--- src/smw_pkg.sv ---
// package: register map, fields and timing for the manageability watchdog
package smw_pkg;
  // ----------------------------------------------------------------
  // register offsets (byte addresses)
  // ----------------------------------------------------------------
  localparam logic [7:0] CTRL_OFS     = 8'h00;
  localparam logic [7:0] RELOAD_OFS   = 8'h04;
  localparam logic [7:0] KICK_OFS     = 8'h08;
  localparam logic [7:0] COUNT_OFS    = 8'h0C;
  localparam logic [7:0] FDIS_OFS     = 8'h10;
  localparam logic [7:0] STAT_OFS     = 8'h14;
  localparam logic [7:0] CLR_OFS      = 8'h18;
  localparam logic [7:0] IEN_OFS      = 8'h1C;
  localparam logic [7:0] BOOT_OFS     = 8'h20;
  localparam logic [7:0] ALERT_OFS    = 8'h24;
  // ----------------------------------------------------------------
  // fields
  // ----------------------------------------------------------------
  localparam int CTRL_TMR_EN    = 0;
  localparam int CTRL_INTR_SEL  = 1;  // 1: intrusion -> manageability event
  localparam int CTRL_BOOT_EN   = 2;
  localparam int FDIS_W         = 5;  // modem, audio, disk, usb, smbus
  localparam int FDIS_SMBUS     = 4;
  localparam int ST_W           = 6;
  localparam int ST_FIRST       = 0;
  localparam int ST_SECOND      = 1;
  localparam int ST_INTRUDE     = 2;
  localparam int ST_THERMAL     = 3;
  localparam int ST_BOOTFAIL    = 4;
  localparam int ST_ALERT_DONE  = 5;
  // ----------------------------------------------------------------
  // reset values and timing
  // ----------------------------------------------------------------
  localparam logic [31:0] CTRL_RST     = 32'h0000_0004;
  localparam logic [31:0] RELOAD_RST   = 32'h0000_FFFF;
  localparam logic [31:0] BOOT_RST     = 32'h0001_0000;
  localparam logic [7:0]  ALERT_RST    = 8'hA5;
  localparam logic [31:0] KICK_KEY     = 32'h0000_5A5A;
  localparam int          CLK_MHZ      = 100;
  localparam int          SCL_KHZ      = 100;
  localparam int          SCL_QTR      = (CLK_MHZ * 1000) / (SCL_KHZ * 4);
  localparam logic [6:0]  ALERT_ADDR   = 7'h10;
  localparam logic [1:0]  RESP_OKAY    = 2'b00;
  localparam logic [1:0]  RESP_SLVERR  = 2'b10;
endpackage : smw_pkg

--- src/smw_top.sv ---
// module: manageability watchdog with axi4-lite registers and smbus alert
`timescale 1ns/100ps
module smw_top (
  input  wire logic        clk_in,
  input  wire logic        reset_in,
  input  wire logic [7:0]  s_axi_awaddr,
  input  wire logic        s_axi_awvalid,
  output logic             s_axi_awready,
  input  wire logic [31:0] s_axi_wdata,
  input  wire logic [3:0]  s_axi_wstrb,
  input  wire logic        s_axi_wvalid,
  output logic             s_axi_wready,
  output logic [1:0]       s_axi_bresp,
  output logic             s_axi_bvalid,
  input  wire logic        s_axi_bready,
  input  wire logic [7:0]  s_axi_araddr,
  input  wire logic        s_axi_arvalid,
  output logic             s_axi_arready,
  output logic [31:0]      s_axi_rdata,
  output logic [1:0]       s_axi_rresp,
  output logic             s_axi_rvalid,
  input  wire logic        s_axi_rready,
  input  wire logic        intruder_n_in,
  input  wire logic        thermal_in,
  input  wire logic        first_fetch_in,
  input  wire logic [4:0]  func_decode_in,
  input  wire logic [4:0]  func_irq_in,
  input  wire logic [4:0]  func_pme_in,
  output logic [4:0]       func_decode_en_out,
  output logic [4:0]       func_irq_out,
  output logic [4:0]       func_pme_out,
  output logic             mgmt_interrupt_n_out,
  output logic             sys_reset_out,
  output logic             irq_out,
  input  wire logic        smb_scl_in,
  input  wire logic        smb_sda_in,
  output logic             smb_scl_out,
  output logic             smb_scl_oe_out,
  output logic             smb_sda_out,
  output logic             smb_sda_oe_out
);
  // ----------------------------------------------------------------
  // registers and synchronisers
  // ----------------------------------------------------------------
  logic [31:0]              ctrl_reg;
  logic [31:0]              reload_reg;
  logic [31:0]              count_reg;
  logic [31:0]              boot_reg;
  logic [31:0]              boot_cnt_reg;
  logic [7:0]               alert_reg;
  logic [smw_pkg::FDIS_W-1:0] fdis_reg;
  logic [smw_pkg::ST_W-1:0] stat_reg;
  logic [smw_pkg::ST_W-1:0] ien_reg;
  logic                     first_reg;
  logic                     booted_reg;
  logic [1:0]               intr_sync_reg;
  logic [1:0]               therm_sync_reg;
  logic [1:0]               fetch_sync_reg;
  logic [1:0]               sda_sync_reg;
  logic [1:0]               scl_sync_reg;
  logic                     intr_prev_reg;
  logic                     therm_prev_reg;
  logic                     mev_pend_reg;
  logic                     aw_hold_reg;
  logic                     w_hold_reg;
  logic [7:0]               aw_addr_reg;
  logic [31:0]              w_data_reg;
  logic [3:0]               w_strb_reg;
  logic                     wr_go;
  logic                     kick;
  logic                     expire;
  logic                     intr_rise;
  logic                     therm_rise;
  logic                     boot_fail;
  logic                     mev;
  logic [smw_pkg::ST_W-1:0] ev_set;
  logic [smw_pkg::ST_W-1:0] clr_mask;
  logic                     tx_start;
  logic                     tx_busy;
  logic                     tx_done;
  logic                     scl_oe;
  logic                     sda_oe;

  function automatic logic [31:0] merge(input logic [31:0] old_val,
                                        input logic [31:0] new_val,
                                        input logic [3:0]  strb);
    logic [31:0] res;
    res = old_val;
    for (int i = 0; i < 4; i++) begin
      if (strb[i]) res[i*8 +: 8] = new_val[i*8 +: 8];
    end
    return res;
  endfunction : merge

  always_ff @(posedge clk_in) begin
    if (reset_in) begin
      intr_sync_reg  <= 2'b11;
      therm_sync_reg <= 2'b00;
      fetch_sync_reg <= 2'b00;
      sda_sync_reg   <= 2'b11;
      scl_sync_reg   <= 2'b11;
      intr_prev_reg  <= 1'b0;
      therm_prev_reg <= 1'b0;
    end else begin
      intr_sync_reg  <= {intr_sync_reg[0], intruder_n_in};
      therm_sync_reg <= {therm_sync_reg[0], thermal_in};
      fetch_sync_reg <= {fetch_sync_reg[0], first_fetch_in};
      sda_sync_reg   <= {sda_sync_reg[0], smb_sda_in};
      scl_sync_reg   <= {scl_sync_reg[0], smb_scl_in};
      intr_prev_reg  <= ~intr_sync_reg[1];
      therm_prev_reg <= therm_sync_reg[1];
    end
  end
  assign intr_rise  = ~intr_sync_reg[1] & ~intr_prev_reg;
  assign therm_rise = therm_sync_reg[1] & ~therm_prev_reg;

  // ----------------------------------------------------------------
  // axi4-lite write channel
  // ----------------------------------------------------------------
  assign wr_go = aw_hold_reg && w_hold_reg && !s_axi_bvalid;
  always_ff @(posedge clk_in) begin
    if (reset_in) begin
      aw_hold_reg   <= 1'b0;
      w_hold_reg    <= 1'b0;
      aw_addr_reg   <= 8'h00;
      w_data_reg    <= 32'h0000_0000;
      w_strb_reg    <= 4'h0;
      s_axi_awready <= 1'b0;
      s_axi_wready  <= 1'b0;
      s_axi_bvalid  <= 1'b0;
      s_axi_bresp   <= smw_pkg::RESP_OKAY;
    end else begin
      s_axi_awready <= !aw_hold_reg && !s_axi_awready && s_axi_awvalid;
      s_axi_wready  <= !w_hold_reg && !s_axi_wready && s_axi_wvalid;
      if (s_axi_awvalid && s_axi_awready) begin
        aw_hold_reg <= 1'b1;
        aw_addr_reg <= s_axi_awaddr;
      end
      if (s_axi_wvalid && s_axi_wready) begin
        w_hold_reg <= 1'b1;
        w_data_reg <= s_axi_wdata;
        w_strb_reg <= s_axi_wstrb;
      end
      if (wr_go) begin
        aw_hold_reg  <= 1'b0;
        w_hold_reg   <= 1'b0;
        s_axi_bvalid <= 1'b1;
        s_axi_bresp  <= (aw_addr_reg <= smw_pkg::ALERT_OFS && aw_addr_reg[1:0] == 2'b00) ?
                        smw_pkg::RESP_OKAY : smw_pkg::RESP_SLVERR;
      end else if (s_axi_bready) begin
        s_axi_bvalid <= 1'b0;
      end
    end
  end
  assign kick     = wr_go && aw_addr_reg == smw_pkg::KICK_OFS && w_data_reg == smw_pkg::KICK_KEY;
  assign clr_mask = (wr_go && aw_addr_reg == smw_pkg::CLR_OFS) ?
                    w_data_reg[smw_pkg::ST_W-1:0] : '0;

  always_ff @(posedge clk_in) begin
    if (reset_in) begin
      ctrl_reg   <= smw_pkg::CTRL_RST;
      reload_reg <= smw_pkg::RELOAD_RST;
      boot_reg   <= smw_pkg::BOOT_RST;
      alert_reg  <= smw_pkg::ALERT_RST;
      fdis_reg   <= '0;
      ien_reg    <= '0;
    end else if (wr_go) begin
      case (aw_addr_reg)
        smw_pkg::CTRL_OFS:   ctrl_reg   <= merge(ctrl_reg, w_data_reg, w_strb_reg);
        smw_pkg::RELOAD_OFS: reload_reg <= merge(reload_reg, w_data_reg, w_strb_reg);
        smw_pkg::BOOT_OFS:   boot_reg   <= merge(boot_reg, w_data_reg, w_strb_reg);
        smw_pkg::ALERT_OFS:  if (w_strb_reg[0]) alert_reg <= w_data_reg[7:0];
        smw_pkg::FDIS_OFS:   if (w_strb_reg[0]) fdis_reg <= w_data_reg[smw_pkg::FDIS_W-1:0];
        smw_pkg::IEN_OFS:    if (w_strb_reg[0]) ien_reg <= w_data_reg[smw_pkg::ST_W-1:0];
        default: ;
      endcase
    end
  end

  // ----------------------------------------------------------------
  // two-stage lock-up timer
  // ----------------------------------------------------------------
  assign expire = ctrl_reg[smw_pkg::CTRL_TMR_EN] && count_reg == 32'h0000_0000;
  always_ff @(posedge clk_in) begin
    if (reset_in) begin
      count_reg <= smw_pkg::RELOAD_RST;
      first_reg <= 1'b0;
    end else if (kick || !ctrl_reg[smw_pkg::CTRL_TMR_EN]) begin
      count_reg <= reload_reg;
      first_reg <= 1'b0;
    end else if (expire) begin
      count_reg <= reload_reg;
      first_reg <= 1'b1;
    end else begin
      count_reg <= count_reg - 32'h0000_0001;
    end
  end
  AST_FIRST_SMI: assert property (@(posedge clk_in) disable iff (reset_in)
    expire && !first_reg && !kick |=> ##1 !mgmt_interrupt_n_out)
    else $error("first expiry raised no management interrupt");
  AST_SECOND_RST: assert property (@(posedge clk_in) disable iff (reset_in)
    expire && first_reg && !kick |=> sys_reset_out)
    else $error("second expiry did not reset system");
  AST_RELOAD: assert property (@(posedge clk_in) disable iff (reset_in)
    kick |=> count_reg == $past(reload_reg) && !first_reg)
    else $error("reload did not restart timer");

  // ----------------------------------------------------------------
  // first-fetch watch
  // ----------------------------------------------------------------
  always_ff @(posedge clk_in) begin
    if (reset_in) begin
      booted_reg   <= 1'b0;
      boot_cnt_reg <= 32'h0000_0000;
    end else if (fetch_sync_reg[1]) begin
      booted_reg <= 1'b1;
    end else if (boot_fail) begin
      booted_reg <= 1'b1;  // one reboot request per reset
    end else if (!booted_reg && boot_cnt_reg != boot_reg) begin
      boot_cnt_reg <= boot_cnt_reg + 32'h0000_0001;
    end
  end
  assign boot_fail = ctrl_reg[smw_pkg::CTRL_BOOT_EN] && !booted_reg &&
                     !fetch_sync_reg[1] && boot_cnt_reg == boot_reg;
  AST_BOOT_REBOOT: assert property (@(posedge clk_in) disable iff (reset_in)
    boot_fail |=> sys_reset_out)
    else $error("missing first fetch did not reboot");

  // ----------------------------------------------------------------
  // events, status, interrupt, system outputs
  // ----------------------------------------------------------------
  assign mev = (intr_rise && ctrl_reg[smw_pkg::CTRL_INTR_SEL]) || therm_rise || boot_fail;
  always_comb begin
    ev_set = '0;
    ev_set[smw_pkg::ST_FIRST]      = expire && !first_reg && !kick;
    ev_set[smw_pkg::ST_SECOND]     = expire && first_reg && !kick;
    ev_set[smw_pkg::ST_INTRUDE]    = intr_rise;
    ev_set[smw_pkg::ST_THERMAL]    = therm_rise;
    ev_set[smw_pkg::ST_BOOTFAIL]   = boot_fail;
    ev_set[smw_pkg::ST_ALERT_DONE] = tx_done;
  end
  always_ff @(posedge clk_in) begin
    if (reset_in) begin
      stat_reg             <= '0;
      irq_out              <= 1'b0;
      mgmt_interrupt_n_out <= 1'b1;
      sys_reset_out        <= 1'b0;
    end else begin
      stat_reg <= (stat_reg & ~clr_mask) | ev_set;  // set wins over clear
      irq_out  <= |(stat_reg & ien_reg);
      mgmt_interrupt_n_out <= !(stat_reg[smw_pkg::ST_FIRST] ||
                              (stat_reg[smw_pkg::ST_INTRUDE] &&
                               !ctrl_reg[smw_pkg::CTRL_INTR_SEL]));
      sys_reset_out <= (expire && first_reg && !kick) || boot_fail;
    end
  end
  AST_INTR_SMI: assert property (@(posedge clk_in) disable iff (reset_in)
    intr_rise && !ctrl_reg[smw_pkg::CTRL_INTR_SEL] |=> ##1 !mgmt_interrupt_n_out)
    else $error("intrusion did not raise management interrupt");

  // ----------------------------------------------------------------
  // function disable gating
  // ----------------------------------------------------------------
  always_ff @(posedge clk_in) begin
    if (reset_in) begin
      func_decode_en_out <= '0;
      func_irq_out       <= '0;
      func_pme_out       <= '0;
    end else begin
      func_decode_en_out <= func_decode_in & ~fdis_reg;
      func_irq_out       <= func_irq_in & ~fdis_reg;
      func_pme_out       <= func_pme_in & ~fdis_reg;
    end
  end
  AST_FDIS: assert property (@(posedge clk_in) disable iff (reset_in)
    fdis_reg[0] && $stable(fdis_reg) |=> !func_decode_en_out[0] && !func_irq_out[0])
    else $error("disabled function still active");

  // ----------------------------------------------------------------
  // alert message over smbus
  // ----------------------------------------------------------------
  always_ff @(posedge clk_in) begin
    if (reset_in) mev_pend_reg <= 1'b0;
    else if (mev) mev_pend_reg <= 1'b1;
    else if (tx_start) mev_pend_reg <= 1'b0;
  end
  assign tx_start = mev_pend_reg && !tx_busy && !fdis_reg[smw_pkg::FDIS_SMBUS];
  AST_ALERT: assert property (@(posedge clk_in) disable iff (reset_in)
    tx_start |=> tx_busy)
    else $error("alert transmit did not start");

  smw_alert_tx u_tx (
    .clk_in     (clk_in),
    .reset_in   (reset_in),
    .start_in   (tx_start),
    .code_in    (alert_reg),
    .sda_in     (sda_sync_reg[1]),
    .scl_oe_out (scl_oe),
    .sda_oe_out (sda_oe),
    .busy_out   (tx_busy),
    .done_out   (tx_done)
  );
  always_ff @(posedge clk_in) begin
    if (reset_in) begin
      smb_scl_oe_out <= 1'b0;
      smb_sda_oe_out <= 1'b0;
      smb_scl_out    <= 1'b0;
      smb_sda_out    <= 1'b0;
    end else begin
      smb_scl_oe_out <= scl_oe;
      smb_sda_oe_out <= sda_oe;
    end
  end

  // ----------------------------------------------------------------
  // axi4-lite read channel
  // ----------------------------------------------------------------
  always_ff @(posedge clk_in) begin
    if (reset_in) begin
      s_axi_arready <= 1'b0;
      s_axi_rvalid  <= 1'b0;
      s_axi_rdata   <= 32'h0000_0000;
      s_axi_rresp   <= smw_pkg::RESP_OKAY;
    end else begin
      s_axi_arready <= !s_axi_arready && !s_axi_rvalid && s_axi_arvalid;
      if (s_axi_arvalid && s_axi_arready) begin
        s_axi_rvalid <= 1'b1;
        s_axi_rresp  <= smw_pkg::RESP_OKAY;
        case (s_axi_araddr)
          smw_pkg::CTRL_OFS:   s_axi_rdata <= ctrl_reg;
          smw_pkg::RELOAD_OFS: s_axi_rdata <= reload_reg;
          smw_pkg::COUNT_OFS:  s_axi_rdata <= count_reg;
          smw_pkg::FDIS_OFS:   s_axi_rdata <= 32'(fdis_reg);
          smw_pkg::STAT_OFS:   s_axi_rdata <= 32'(stat_reg);
          smw_pkg::IEN_OFS:    s_axi_rdata <= 32'(ien_reg);
          smw_pkg::BOOT_OFS:   s_axi_rdata <= boot_reg;
          smw_pkg::ALERT_OFS:  s_axi_rdata <= 32'(alert_reg);
          smw_pkg::KICK_OFS, smw_pkg::CLR_OFS: s_axi_rdata <= 32'h0000_0000;
          default: begin
            s_axi_rdata <= 32'h0000_0000;
            s_axi_rresp <= smw_pkg::RESP_SLVERR;
          end
        endcase
      end else if (s_axi_rready) begin
        s_axi_rvalid <= 1'b0;
      end
    end
  end
endmodule : smw_top

--- src/smw_alert_tx.sv ---
// module: fixed alert message transmitter, smbus master write
`timescale 1ns/100ps
module smw_alert_tx (
  input  wire logic       clk_in,
  input  wire logic       reset_in,
  input  wire logic       start_in,
  input  wire logic [7:0] code_in,
  input  wire logic       sda_in,
  output logic            scl_oe_out,
  output logic            sda_oe_out,
  output logic            busy_out,
  output logic            done_out
);
  typedef enum {TX_IDLE, TX_START, TX_BITS, TX_ACK, TX_STOP} smw_tx_e;
  smw_tx_e     state_reg;
  logic [15:0] div_reg;
  logic [1:0]  phase_reg;
  logic [3:0]  bit_reg;
  logic        byte_reg;
  logic [7:0]  shift_reg;
  logic        tick;
  // ----------------------------------------------------------------
  // quarter-bit enable
  // ----------------------------------------------------------------
  assign tick = (div_reg == 16'(smw_pkg::SCL_QTR - 1));
  always_ff @(posedge clk_in) begin
    if (reset_in || state_reg == TX_IDLE || tick) div_reg <= 16'h0000;
    else div_reg <= div_reg + 16'h0001;
  end
  // ----------------------------------------------------------------
  // frame: start, address+w, code byte, stop; open drain oe=drive low
  // ----------------------------------------------------------------
  always_ff @(posedge clk_in) begin
    done_out <= 1'b0;
    if (reset_in) begin
      state_reg  <= TX_IDLE;
      scl_oe_out <= 1'b0;
      sda_oe_out <= 1'b0;
      phase_reg  <= 2'd0;
      bit_reg    <= 4'd0;
      byte_reg   <= 1'b0;
      shift_reg  <= 8'h00;
      busy_out   <= 1'b0;
    end else begin
      case (state_reg)
        TX_IDLE: begin
          if (start_in) begin
            state_reg <= TX_START;
            busy_out  <= 1'b1;
            shift_reg <= {smw_pkg::ALERT_ADDR, 1'b0};
            byte_reg  <= 1'b0;
            phase_reg <= 2'd0;
          end
        end
        TX_START: if (tick) begin
          sda_oe_out <= 1'b1;
          phase_reg  <= phase_reg + 2'd1;
          if (phase_reg == 2'd1) begin
            scl_oe_out <= 1'b1;
            state_reg  <= TX_BITS;
            bit_reg    <= 4'd0;
            phase_reg  <= 2'd0;
          end
        end
        TX_BITS, TX_ACK: if (tick) begin
          phase_reg <= phase_reg + 2'd1;
          case (phase_reg)
            2'd0: sda_oe_out <= (state_reg == TX_ACK) ? 1'b0 : ~shift_reg[7];
            2'd1: scl_oe_out <= 1'b0;
            2'd2: scl_oe_out <= 1'b0;
            default: begin
              scl_oe_out <= 1'b1;
              if (state_reg == TX_ACK) begin
                if (byte_reg || sda_in) state_reg <= TX_STOP;
                else begin
                  state_reg <= TX_BITS;
                  shift_reg <= code_in;
                  byte_reg  <= 1'b1;
                  bit_reg   <= 4'd0;
                end
              end else begin
                shift_reg <= {shift_reg[6:0], 1'b0};
                bit_reg   <= bit_reg + 4'd1;
                if (bit_reg == 4'd7) state_reg <= TX_ACK;
              end
            end
          endcase
        end
        TX_STOP: if (tick) begin
          phase_reg <= phase_reg + 2'd1;
          case (phase_reg)
            2'd0: sda_oe_out <= 1'b1;
            2'd1: scl_oe_out <= 1'b0;
            2'd2: sda_oe_out <= 1'b0;
            default: begin
              state_reg <= TX_IDLE;
              busy_out  <= 1'b0;
              done_out  <= 1'b1;
            end
          endcase
        end
        default: state_reg <= TX_IDLE;
      endcase
    end
  end
endmodule : smw_alert_tx

--- config.mk ---
export PLATFORM = sky130hd
export DESIGN_NAME = smw_top
export DESIGN_NICKNAME = d
export VERILOG_FILES = /design/src/smw_pkg.sv /design/src/smw_top.sv /design/src/smw_alert_tx.sv
export SDC_FILE = /design/constraint.sdc
export NUM_CORES = 1
export LEC_CHECK = 0
export BUFFER_PORTS_ARGS = -buffer_cell sky130_fd_sc_hd__buf_2
export CAP_MARGIN = 20
export CELL_PAD_IN_SITES_DETAIL_PLACEMENT = 1
export CELL_PAD_IN_SITES_GLOBAL_PLACEMENT = 1
export CORE_MARGIN = 5
export CORE_UTILIZATION = 49
export CTS_CLUSTER_SIZE = 28
export DETAILED_ROUTE_END_ITERATION = 16
export PLACE_DENSITY_LB_ADDON = 0.1
export SETUP_SLACK_MARGIN = 0.15
export SLEW_MARGIN = 5
export SYNTH_ARGS = -nofsm -noshare
export SYNTH_HDL_FRONTEND = slang
export SYNTH_SLANG_ARGS = --single-unit
--- constraint.sdc ---
create_clock -name clk_in -period 7.4 [get_ports clk_in]
set_clock_uncertainty 0.15 [all_clocks]
set_input_delay 0.37 -clock clk_in [delete_from_list [all_inputs] [get_ports clk_in]]
set_output_delay 0.37 -clock clk_in [all_outputs]
set_load 0.02 [all_outputs]
# [Word-level counts from Yosys, hierarchy flattened]
# Cells that the tools add are included.
[word_totals] ff_bits=372 latch_bits=0 ram_bits=0 rom_bits=0 mem_count=0
[op_classes] n_addsub=5 n_mul=0 div_mod_pow=0 magnitude_cmp=1 eq_ne=44 shifts=0 n_mux=67 n_bitwise=18 n_reduce_logical=101
[op_table] operator="$mux 32" n=11
[op_table] operator="$pmux 32 s8" n=1
[op_table] operator="$pmux 32 s4" n=1
[op_table] operator="$logic_not 32->1" n=3
[op_table] operator="$eq 32x2->1 const B" n=2
[op_table] operator="$eq 32x3->1 const B" n=2
[op_table] operator="$eq 8x5->1 const B" n=7
[op_table] operator="$reduce_and 3->1" n=16
[op_table] operator="$mux 8" n=5
[op_table] operator="$add 32x1->32 const B" n=1
[op_table] operator="$eq 32x1->1 const B" n=1
[op_table] operator="$eq 32x15->1 const B" n=1
[op_table] operator="$eq 32x32->1" n=1
[op_table] operator="$eq 8x6->1 const B" n=4
[op_table] operator="$ne 32x32->1" n=1
[op_table] operator="$sub 32x1->32 const B" n=1
[op_table] operator="$logic_and 1x1->1" n=28
[op_table] operator="$mux 1" n=26
[op_table] operator="$eq 8x4->1 const B" n=3
[op_table] operator="$mux 4" n=6
[op_table] operator="$reduce_and 6->1" n=3
[op_table] operator="$add 16x1->16 const B" n=1
[op_table] operator="$eq 16x8->1 const B" n=1
[op_table] operator="$eq 8x3->1 const B" n=2
[op_table] operator="39 further kinds" n=108

# [Longest topological paths before layout]
# Gate-level depths: netlist (run 1).
[depth] ltp_word=7 ltp_mapped=10 mapped_depth_nobuf=8

# [Hierarchy]
# A second synthesis (run 1) with hierarchy kept.
[hier_totals] hier_cells=1711 hier_area_um2=15074.5
[by_module_without_submodules] mod="smw_top" n_inst=1 cells_each=1471 area_each_um2=13083.8 seq_area_each_um2=6065.8
[by_module_without_submodules] mod="smw_alert_tx" n_inst=1 cells_each=240 area_each_um2=1990.7 seq_area_each_um2=760.7

# [Worst setup path before layout (run 1)]
# Ideal clock, no wire load.
[synth_path] path_type="register -> register" from="reg count_reg[0]" to="reg count_reg[12]" setup_ns=0.074 arrival_ns=2.180 required_ns=7.176 setup_slack_ns=4.996 stages_incl_launch_ff=9 n_path_buf=1 period_less_slack_ns=2.404 cell_sequence="dfxtp_1 -> inv_1 -> ha_1 -> or3b_2 -> or3_1 -> clkbuf_1 -> or4_1 -> xor2_1 -> a31oi_1"
[synth_via] elab_chain_len=4 word_cells_on_any_way=5
[synth_rtl] element="start, declared" line_no="smw_top.sv:47" source="logic [31:0] count_reg;"
[synth_rtl] element="start signal, assigned" line_no="smw_top.sv:186" source="count_reg <= smw_pkg::RELOAD_RST;"
[synth_rtl] element="start signal, assigned" line_no="smw_top.sv:189" source="count_reg <= reload_reg;"
[synth_rtl] element="start signal, assigned" line_no="smw_top.sv:192" source="count_reg <= reload_reg;"
[synth_rtl] element="branches (longest 2 deep; another with $sub 32x1->32)"
[synth_rtl] element="$mux 32 *" line_no="smw_top.sv:191" source="end else if (expire) begin"
[synth_rtl] element="$mux 32 *" line_no="smw_top.sv:188" source="end else if (kick || !ctrl_reg[smw_pkg::CTRL_TMR_EN]) begin"
# Mark *: on every way between the ends.
# A chain may end at the register's enable or synchronous reset.

# [Worst setup path in the final report (run 1)]
[layout_path] from="reg boot_cnt_reg[10]" to="reg sys_reset_out"
[layout_via] elab_chain_len=3
[layout_rtl] element="start, declared" line_no="smw_top.sv:49" source="logic [31:0] boot_cnt_reg;"
[layout_rtl] element="start signal, assigned" line_no="smw_top.sv:220" source="boot_cnt_reg <= boot_cnt_reg + 32'h0000_0001;"
[layout_rtl] element="$eq 32x32->1" line_no="smw_top.sv:224" source="!fetch_sync_reg[1] && boot_cnt_reg == boot_reg;"
[layout_rtl] element="$logic_and 1x1->1" line_no="smw_top.sv:224"
[layout_rtl] element="$logic_or 1x1->1" line_no="smw_top.sv:254" source="sys_reset_out <= (expire && first_reg && !kick) || boot_fail;"
[layout_rtl] element="end signal, assigned" line_no="smw_top.sv:254"
[layout_rtl] element="end, declared" line_no="smw_top.sv:33" source="output logic sys_reset_out,"
# Every way passes these cells.

==> results of run 1 <==
-- kinds of logic after synthesis --
logic type / Yosys count / synth area share [%]
xor gates and xnor gates: 84 / 4.868
and+or+nand+nor: 667 / 22.50
other: 1 / 0.02481
muxes: 134 / 8.932
DFF: 341 / 45.17
adders and majority gates: 11 / 0.8940
AOI/OAI and AO/OA: 317 / 13.86
buffers and inverters: 121 / 3.758
-- report_power, final --
group	switching (uW)	leakage, uW	internal (uW)
combinational	173	0.00377	114
clock	779	0.000626	1140
sequential	48.9	0.00276	1870
-- cell usage in the layout (no fill, tap or decap), types with 7 or more instances in the layout --
cell type	netlist	final
sky130_fd_sc_hd__nand3_1	53	53
sky130_fd_sc_hd__or4_1	13	13
sky130_fd_sc_hd__clkbuf_8	1	8
sky130_fd_sc_hd__ha_1	10	10
sky130_fd_sc_hd__nor4_1	17	17
sky130_fd_sc_hd__buf_2	9	135
sky130_fd_sc_hd__xor2_1	25	25
sky130_fd_sc_hd__a211oi_2	16	16
sky130_fd_sc_hd__a22oi_1	32	32
sky130_fd_sc_hd__o31ai_1	16	16
sky130_fd_sc_hd__dlygate4sd3_1	1	67
sky130_fd_sc_hd__nor2_2	11	11
sky130_fd_sc_hd__nand2b_1	7	7
sky130_fd_sc_hd__a31oi_1	20	20
sky130_fd_sc_hd__and2_1	20	19
sky130_fd_sc_hd__nand3b_1	7	7
sky130_fd_sc_hd__nor4b_1	10	10
sky130_fd_sc_hd__clkbuf_1	75	10
sky130_fd_sc_hd__inv_1	15	14
sky130_fd_sc_hd__nand4_1	23	23
sky130_fd_sc_hd__nor3_2	16	16
sky130_fd_sc_hd__nor2_1	200	200
sky130_fd_sc_hd__nor3_1	22	22
sky130_fd_sc_hd__xnor2_1	59	59
sky130_fd_sc_hd__mux2i_1	127	127
sky130_fd_sc_hd__clkbuf_16	0	40
sky130_fd_sc_hd__nand2_1	183	183
sky130_fd_sc_hd__a221oi_1	25	25
sky130_fd_sc_hd__o21ai_0	38	38
sky130_fd_sc_hd__dfxtp_1	341	341
sky130_fd_sc_hd__nor2b_1	18	18
sky130_fd_sc_hd__and3_1	13	13
sky130_fd_sc_hd__buf_4	6	11
sky130_fd_sc_hd__or3_1	13	13
sky130_fd_sc_hd__clkinv_2	0	7
sky130_fd_sc_hd__a21oi_1	120	120
-- cell type report --
class | count | area, um2
Clock buffer | 57 | 1135
Clock inverter | 12 | 128.9
Fill cell | 3520 | 12660
Inverter | 15 | 56.30
Multi-Input combinational cell | 1217 | 7732
Sequential cell | 341 | 6827
Tap cell | 396 | 495.5
Timing Repair Buffer | 216 | 1475
-- metrics by stage --
stage	hold WS, ns	setup slack (ns)	cells	power (uW)
CTS	0.04328	4.151	2252	4140
finish	0.06678	4.110	2254	4120
floorplan	0.2395	4.996	1679	2115
detailed placement	0.2547	4.170	2116	2210
global route	0.07367	3.967	2254	4265
global placement	0.2439	4.214	2116	2200
-- routing by layer --
| layer | GRT usage [%] | vias to the layer above |
|---|---|---|
| li1 | - | 6263 |
| met1 | 37.02 | 6641 |
| met2 | 48.47 | 300 |
| met3 | 3.811 | 84 |
| met4 | 7.549 | 0 |
| met5 | 0 | - |
-- worst paths after layout --
path | from | to | slack, ns | cells past startpoint
worst max-delay path | boot_cnt_reg[10] | sys_reset_out | 4.11 | 7
worst min-delay path | s_axi_awvalid | s_axi_awready | 0.07 | 2
worst max register to register | boot_cnt_reg[10] | sys_reset_out | 4.11 | 7
worst min register to register | intr_sync_reg[1] | intr_prev_reg | 0.26 | 1
-- worst reg2reg max path: cells and delay by family, from the launching register on --
family / cells / cell delay [ns]
AOI/OAI and AO/OA: 1 / 0.26
xor gates and xnor gates: 1 / 0.39
buffers and inverters: 1 / 0.39
DFF: 1 / 0.37
and+or+nand+nor: 4 / 1.64
==> flow_metrics.tcl, run 1 <==
set metrics [dict create \
    post_cts_resized 0 \
    max_cap_viols 0 \
    run_status "finished, final reports clean" \
    report.final.slew_viol_count 0 \
    die_height_um 185.6 \
    dpl_cell_area_um2 15880 \
    routed_wl_um 48770 \
    io_buffers 136 \
    clockBufferDepth 3 \
    power.density_nw_per_um2 230.8 \
    number_of_drc_markers_in_iteration_0 735 \
    row_count 64 \
    yosys_warnings 0 \
    critical_path.startpoint_type "register" \
    final_util_pct 58.51 \
    cts.clk_slew.worst_paths_ns 0.06 \
    grt_start_max_net_pins 130 \
    finalWeightedCongestion 0.8631 \
    critical_path.cell_chain "xnor2_1, nand4_1, nor4_2, and2_1, buf_4, nand3_1, a21oi_1" \
    number_of_buffers_and_inverters_on_the_critical_path 1 \
    synth.ff_latch_count 341 \
    die_x_um 185.6 \
    vias_per_cell 5.895 \
    synth.largest_area_cell "sky130_fd_sc_hd__dfxtp_1" \
    post-route-drc-count 0 \
    synth.top_cells.by_count "sky130_fd_sc_hd__dfxtp_1, sky130_fd_sc_hd__nor2_1, sky130_fd_sc_hd__nand2_1" \
    hold_viol 0 \
    crit_family "simple AND/OR/NAND/NOR gates" \
    synth-async-reset-ratio_pct 0 \
    timing.critical_path.required_ns 7.69 \
    m1WireLength_um 21730 \
    routed_wl_per_cell_um 21.64 \
    clock-root-buffer "sky130_fd_sc_hd__clkbuf_16" \
    synth_edf_count 0 \
    areaGrowthSynthToFinish_pct 18.10 \
    max_slew_margin_pct 25.59 \
    globalRouteOverflowTotal 0 \
    wl_met2_um 23730 \
    worstPathMaxFanout 36 \
    synthesis.area_um2 15110 \
    postRouteAntennaNets 0 \
    tritoncts "yes" \
    timing_worst_setup_path_type "register to register" \
    yosysMostFrequentCell "sky130_fd_sc_hd__dfxtp_1" \
    design.final.nets 1919 \
    fin_tns_setup_ns 0 \
    dr_wl_met3_um 2108 \
    number_of_global_route_vias_before_repair 13840 \
    post-dp-hpwl_um 31780 \
    critPathMaxStageDelay_ns 0.74 \
    clkSinkCount 341 \
    number_of_ports_placed_on_the_die_boundary 142 \
    hold_buffers 67 \
    layout_min_cycle_time_ns 3.290 \
    antenna-diode-count 0 \
    clock_tree.htree_level_count 2 \
    final_layout_size_suffix_gt1_share_pct 14.96 \
    timing_worst_slew_pin_value_ns 1.101 \
    dieArea_um2 34460 \
    floorplan.initialDensity_pct 49.54 \
    synth_largest_type_area_fraction_pct 45.17 \
    dominantRegCellSynth "sky130_fd_sc_hd__dfxtp_1" \
    grt_util_all_layers_pct 28.04 \
    setup_violations 0 \
    netlist-cell-type-count 80 \
    drt_pre_antenna_iters 5 \
    grt_pass1_wl_um 77300 \
    clock_insertion_delay_worst_skew_ns 0.53 \
    detailed_route_via_count 13290 \
    hold_path.class "primary input to register" \
    design_area_um2 17850 \
    ys_seq_area_share_pct 45.17 \
    cellLeakagePower_uw 0.007153 \
    critPathArrivalTime_ns 3.58 \
    cts_setup_buffers 0 \
    period_utilization_post_route_pct 44.45 \
    max_vdd_drop_mv 0.2404 \
    setup.worst_path.end_class "register" \
    core_area_um2 30510 \
    grt_setup_unrepaired "no" \
    grt_antenna_before_repair 0 \
    fmaxAchievable_mhz 304.0 \
    cts_made_buffers 39 \
    highest-signal-layer "met4" \
    worst_path_max_delay_cell "sky130_fd_sc_hd__nor4_2" \
    synth.top_cells.by_area "sky130_fd_sc_hd__dfxtp_1, sky130_fd_sc_hd__mux2i_1, sky130_fd_sc_hd__nor2_1, sky130_fd_sc_hd__nand2_1, sky130_fd_sc_hd__a21oi_1" \
    count_of_mapped_cells_out_of_synthesis 1676 \
    syn_avg_cell_area_um2 9.018 \
]
Power figures use the tool's default switching activity.
==> run 2, diff against run 1 <==
--- a/config.mk
+++ b/config.mk
@@ -10,7 +10,7 @@
 export CELL_PAD_IN_SITES_DETAIL_PLACEMENT = 1
 export CELL_PAD_IN_SITES_GLOBAL_PLACEMENT = 1
 export CORE_MARGIN = 5
-export CORE_UTILIZATION = 49
+export CORE_UTILIZATION = 46
 export CTS_CLUSTER_SIZE = 28
 export DETAILED_ROUTE_END_ITERATION = 16
 export PLACE_DENSITY_LB_ADDON = 0.1
==> constraint.sdc (replaced) <==
create_clock -name clk_in -period 3.2 [get_ports clk_in]
set_clock_uncertainty 0.15 [all_clocks]
set_input_delay 0.16 -clock clk_in [delete_from_list [all_inputs] [get_ports clk_in]]
set_output_delay 0.16 -clock clk_in [all_outputs]
set_load 0.02 [all_outputs]
==> run 2 against run 1 <==
Maximum frequency grew 15%; register-to-register slack lost 3.8 ns; via count grew 0.55%; combinational power grew to 2.5 times the previous value; highest routed layer unchanged.
==> flow_metrics.tcl, run 2 (synthesis results as in run 1) <==
set metrics [dict create \
    run_status "finished, final reports clean" \
    critical_path.startpoint_type "register" \
    cts_made_buffers 39 \
    routed_wl_um 49380 \
    postRouteAntennaNets 0 \
    tritoncts "yes" \
    dieArea_um2 36580 \
    dpl_cell_area_um2 16240 \
    clock-root-buffer "sky130_fd_sc_hd__clkbuf_16" \
    worstReg2RegStart "w_data_reg[22]" \
    timing_worst_slew_pin_value_ns 0.9482 \
    post_cts_resized 0 \
    cts_setup_buffers 0 \
    clockBufferDepth 3 \
    setup.worst_path.end_class "register" \
    core_area_um2 32450 \
    globalRouteOverflowTotal 0 \
    post-route-drc-count 0 \
    commonest_cells_after_routing_fill_and_taps_aside "sky130_fd_sc_hd__dfxtp_1, sky130_fd_sc_hd__nor2_1, sky130_fd_sc_hd__nand2_1, sky130_fd_sc_hd__buf_2, sky130_fd_sc_hd__mux2i_1" \
    io_buffers 136 \
    die_height_um 191.3 \
    fmaxAchievable_mhz 348.6 \
    r2r.worst_path.cells 8 \
    grt_pass1_wl_um 78320 \
    post-dp-hpwl_um 33410 \
    routed_wl_per_cell_um 21.08 \
    floorplan.initialDensity_pct 46.57 \
    grt_util_all_layers_pct 26.70 \
    design.final.nets 1963 \
    total_power_uw 9695 \
    design_area_um2 18330 \
    max_cap_viols 0 \
    max_vdd_drop_mv 0.3810 \
    worstHoldEndpoint "boot_cnt_reg[7]" \
    row_count 66 \
    ff2ff_setup_slack_ns 0.33 \
    setup_violations 0 \
    hold_path.class "primary input to register" \
    final_layout_size_suffix_gt1_share_pct 16.37 \
    worstPathMaxFanout 18 \
    reg2reg_end "count_reg[30]" \
    max_slew_margin_pct 35.15 \
    detailed_route_via_count 13360 \
    drt_pre_antenna_iters 5 \
    timing.critical_path.required_ns 3.45 \
    number_of_global_route_vias_before_repair 13750 \
    clkSinkCount 341 \
    number_of_drc_markers_in_iteration_0 914 \
    fin_tns_setup_ns 0 \
    critPathArrivalTime_ns 3.11 \
    grt_start_max_net_pins 120 \
    layout_min_cycle_time_ns 2.869 \
    clock_insertion_delay_worst_skew_ns 0.53 \
    report.final.slew_viol_count 0 \
    clock_tree.htree_level_count 2 \
    cellLeakagePower_uw 0.007369 \
    timing_worst_setup_path_type "register to register" \
    hold-path-cell-count 2 \
    vias_per_cell 5.705 \
    finalWeightedCongestion 0.8389 \
    period_utilization_post_route_pct 89.65 \
    grt_setup_unrepaired "no" \
    number_of_ports_placed_on_the_die_boundary 142 \
    areaGrowthSynthToFinish_pct 21.30 \
    antenna-diode-count 0 \
    grt_antenna_before_repair 0 \
    power.density_nw_per_um2 528.8 \
    leading_cell_type_in_the_layout_fill_and_taps_excluded "sky130_fd_sc_hd__dfxtp_1" \
    final_util_pct 56.49 \
    hold_viol 0 \
    die_x_um 191.3 \
    hold_start "reset_in" \
    cts.clk_slew.worst_paths_ns 0.06 \
]
## run 2: cell count changes in the layout (fill, tap and decap cells not counted), sizes merged
| cell | change |
|---|---|
| clkbuf | -3 |
| buf | +35 |
| dlygate4sd3 | +11 |
| bufinv | +2 |
| clkinv | -3 |
## run 2: routing by layer
layer,up-vias,GRT usage [%],part of all wire [%]
met2,295,45.80,48
met5,-,0,0
met1,6675,36.65,46
li1,6333,-,-
met3,58,3.415,4.7
met4,0,4.586,1.5
## run 2: critical path, stage by stage, from the launching register on
cell and delay, ns:
sky130_fd_sc_hd__dfxtp_1 0.43, sky130_fd_sc_hd__nor4bb_1 0.65, sky130_fd_sc_hd__buf_4 0.25, sky130_fd_sc_hd__nand4_1 0.22, sky130_fd_sc_hd__nor4_4 0.45, sky130_fd_sc_hd__nor3_4 0.10, sky130_fd_sc_hd__buf_4 0.24, sky130_fd_sc_hd__nor2_1 0.17
sky130_fd_sc_hd__a211oi_2 0.07
## run 2: worst max-delay path by stage
stage                     cells past startpoint            start  slack [ns]          endpoint
final                                         8   w_data_reg[22]        0.33     count_reg[30]
after global routing                          6  boot_cnt_reg[9]        0.34  boot_cnt_reg[29]
after CTS                                     8   w_data_reg[22]        0.42     count_reg[30]
after detailed placement                      8     count_reg[0]        0.46     count_reg[18]
after global placement                        8   w_data_reg[22]        0.45     count_reg[30]
after floorplan                               8     count_reg[0]        0.80     count_reg[12]
## run 2: final cells by class
type,count,area (um2)
clock buffers,56,1141
clock inverters,11,170.2
fillers,3705,14120
inverters,15,56.30
multi-input cells,1217,7732
flip-flops and latches,341,6827
well taps,442,553.0
repair buffers,260,1854
## run 2: power breakdown
group          switching, uW  internal (uW)  leakage, uW
sequential              74.4           4320      0.00276
combinational            439            284      0.00396
clock                   1780           2800     0.000647
total                   2290           7410      0.00737
## run 2: repair_timing
item | CTS | global route
endpoints found under the setup margin | 0 | 0
hold endpoints to repair | 71 | 0
hold buffers | 78 | 0
## run 2: stage by stage
stage / std cells / hold WS, ns / setup WS, ns
6_report: 2342 / 0.0007334 / 0.3313
5_1_grt: 2342 / 0.04053 / 0.3373
4_1_cts: 2342 / 0.002337 / 0.4235
3_5_place_dp: 2197 / 0.2064 / 0.4614
3_3_place_gp: 2197 / 0.2012 / 0.4458
2_1_floorplan: 1679 / 0.1138 / 0.7957
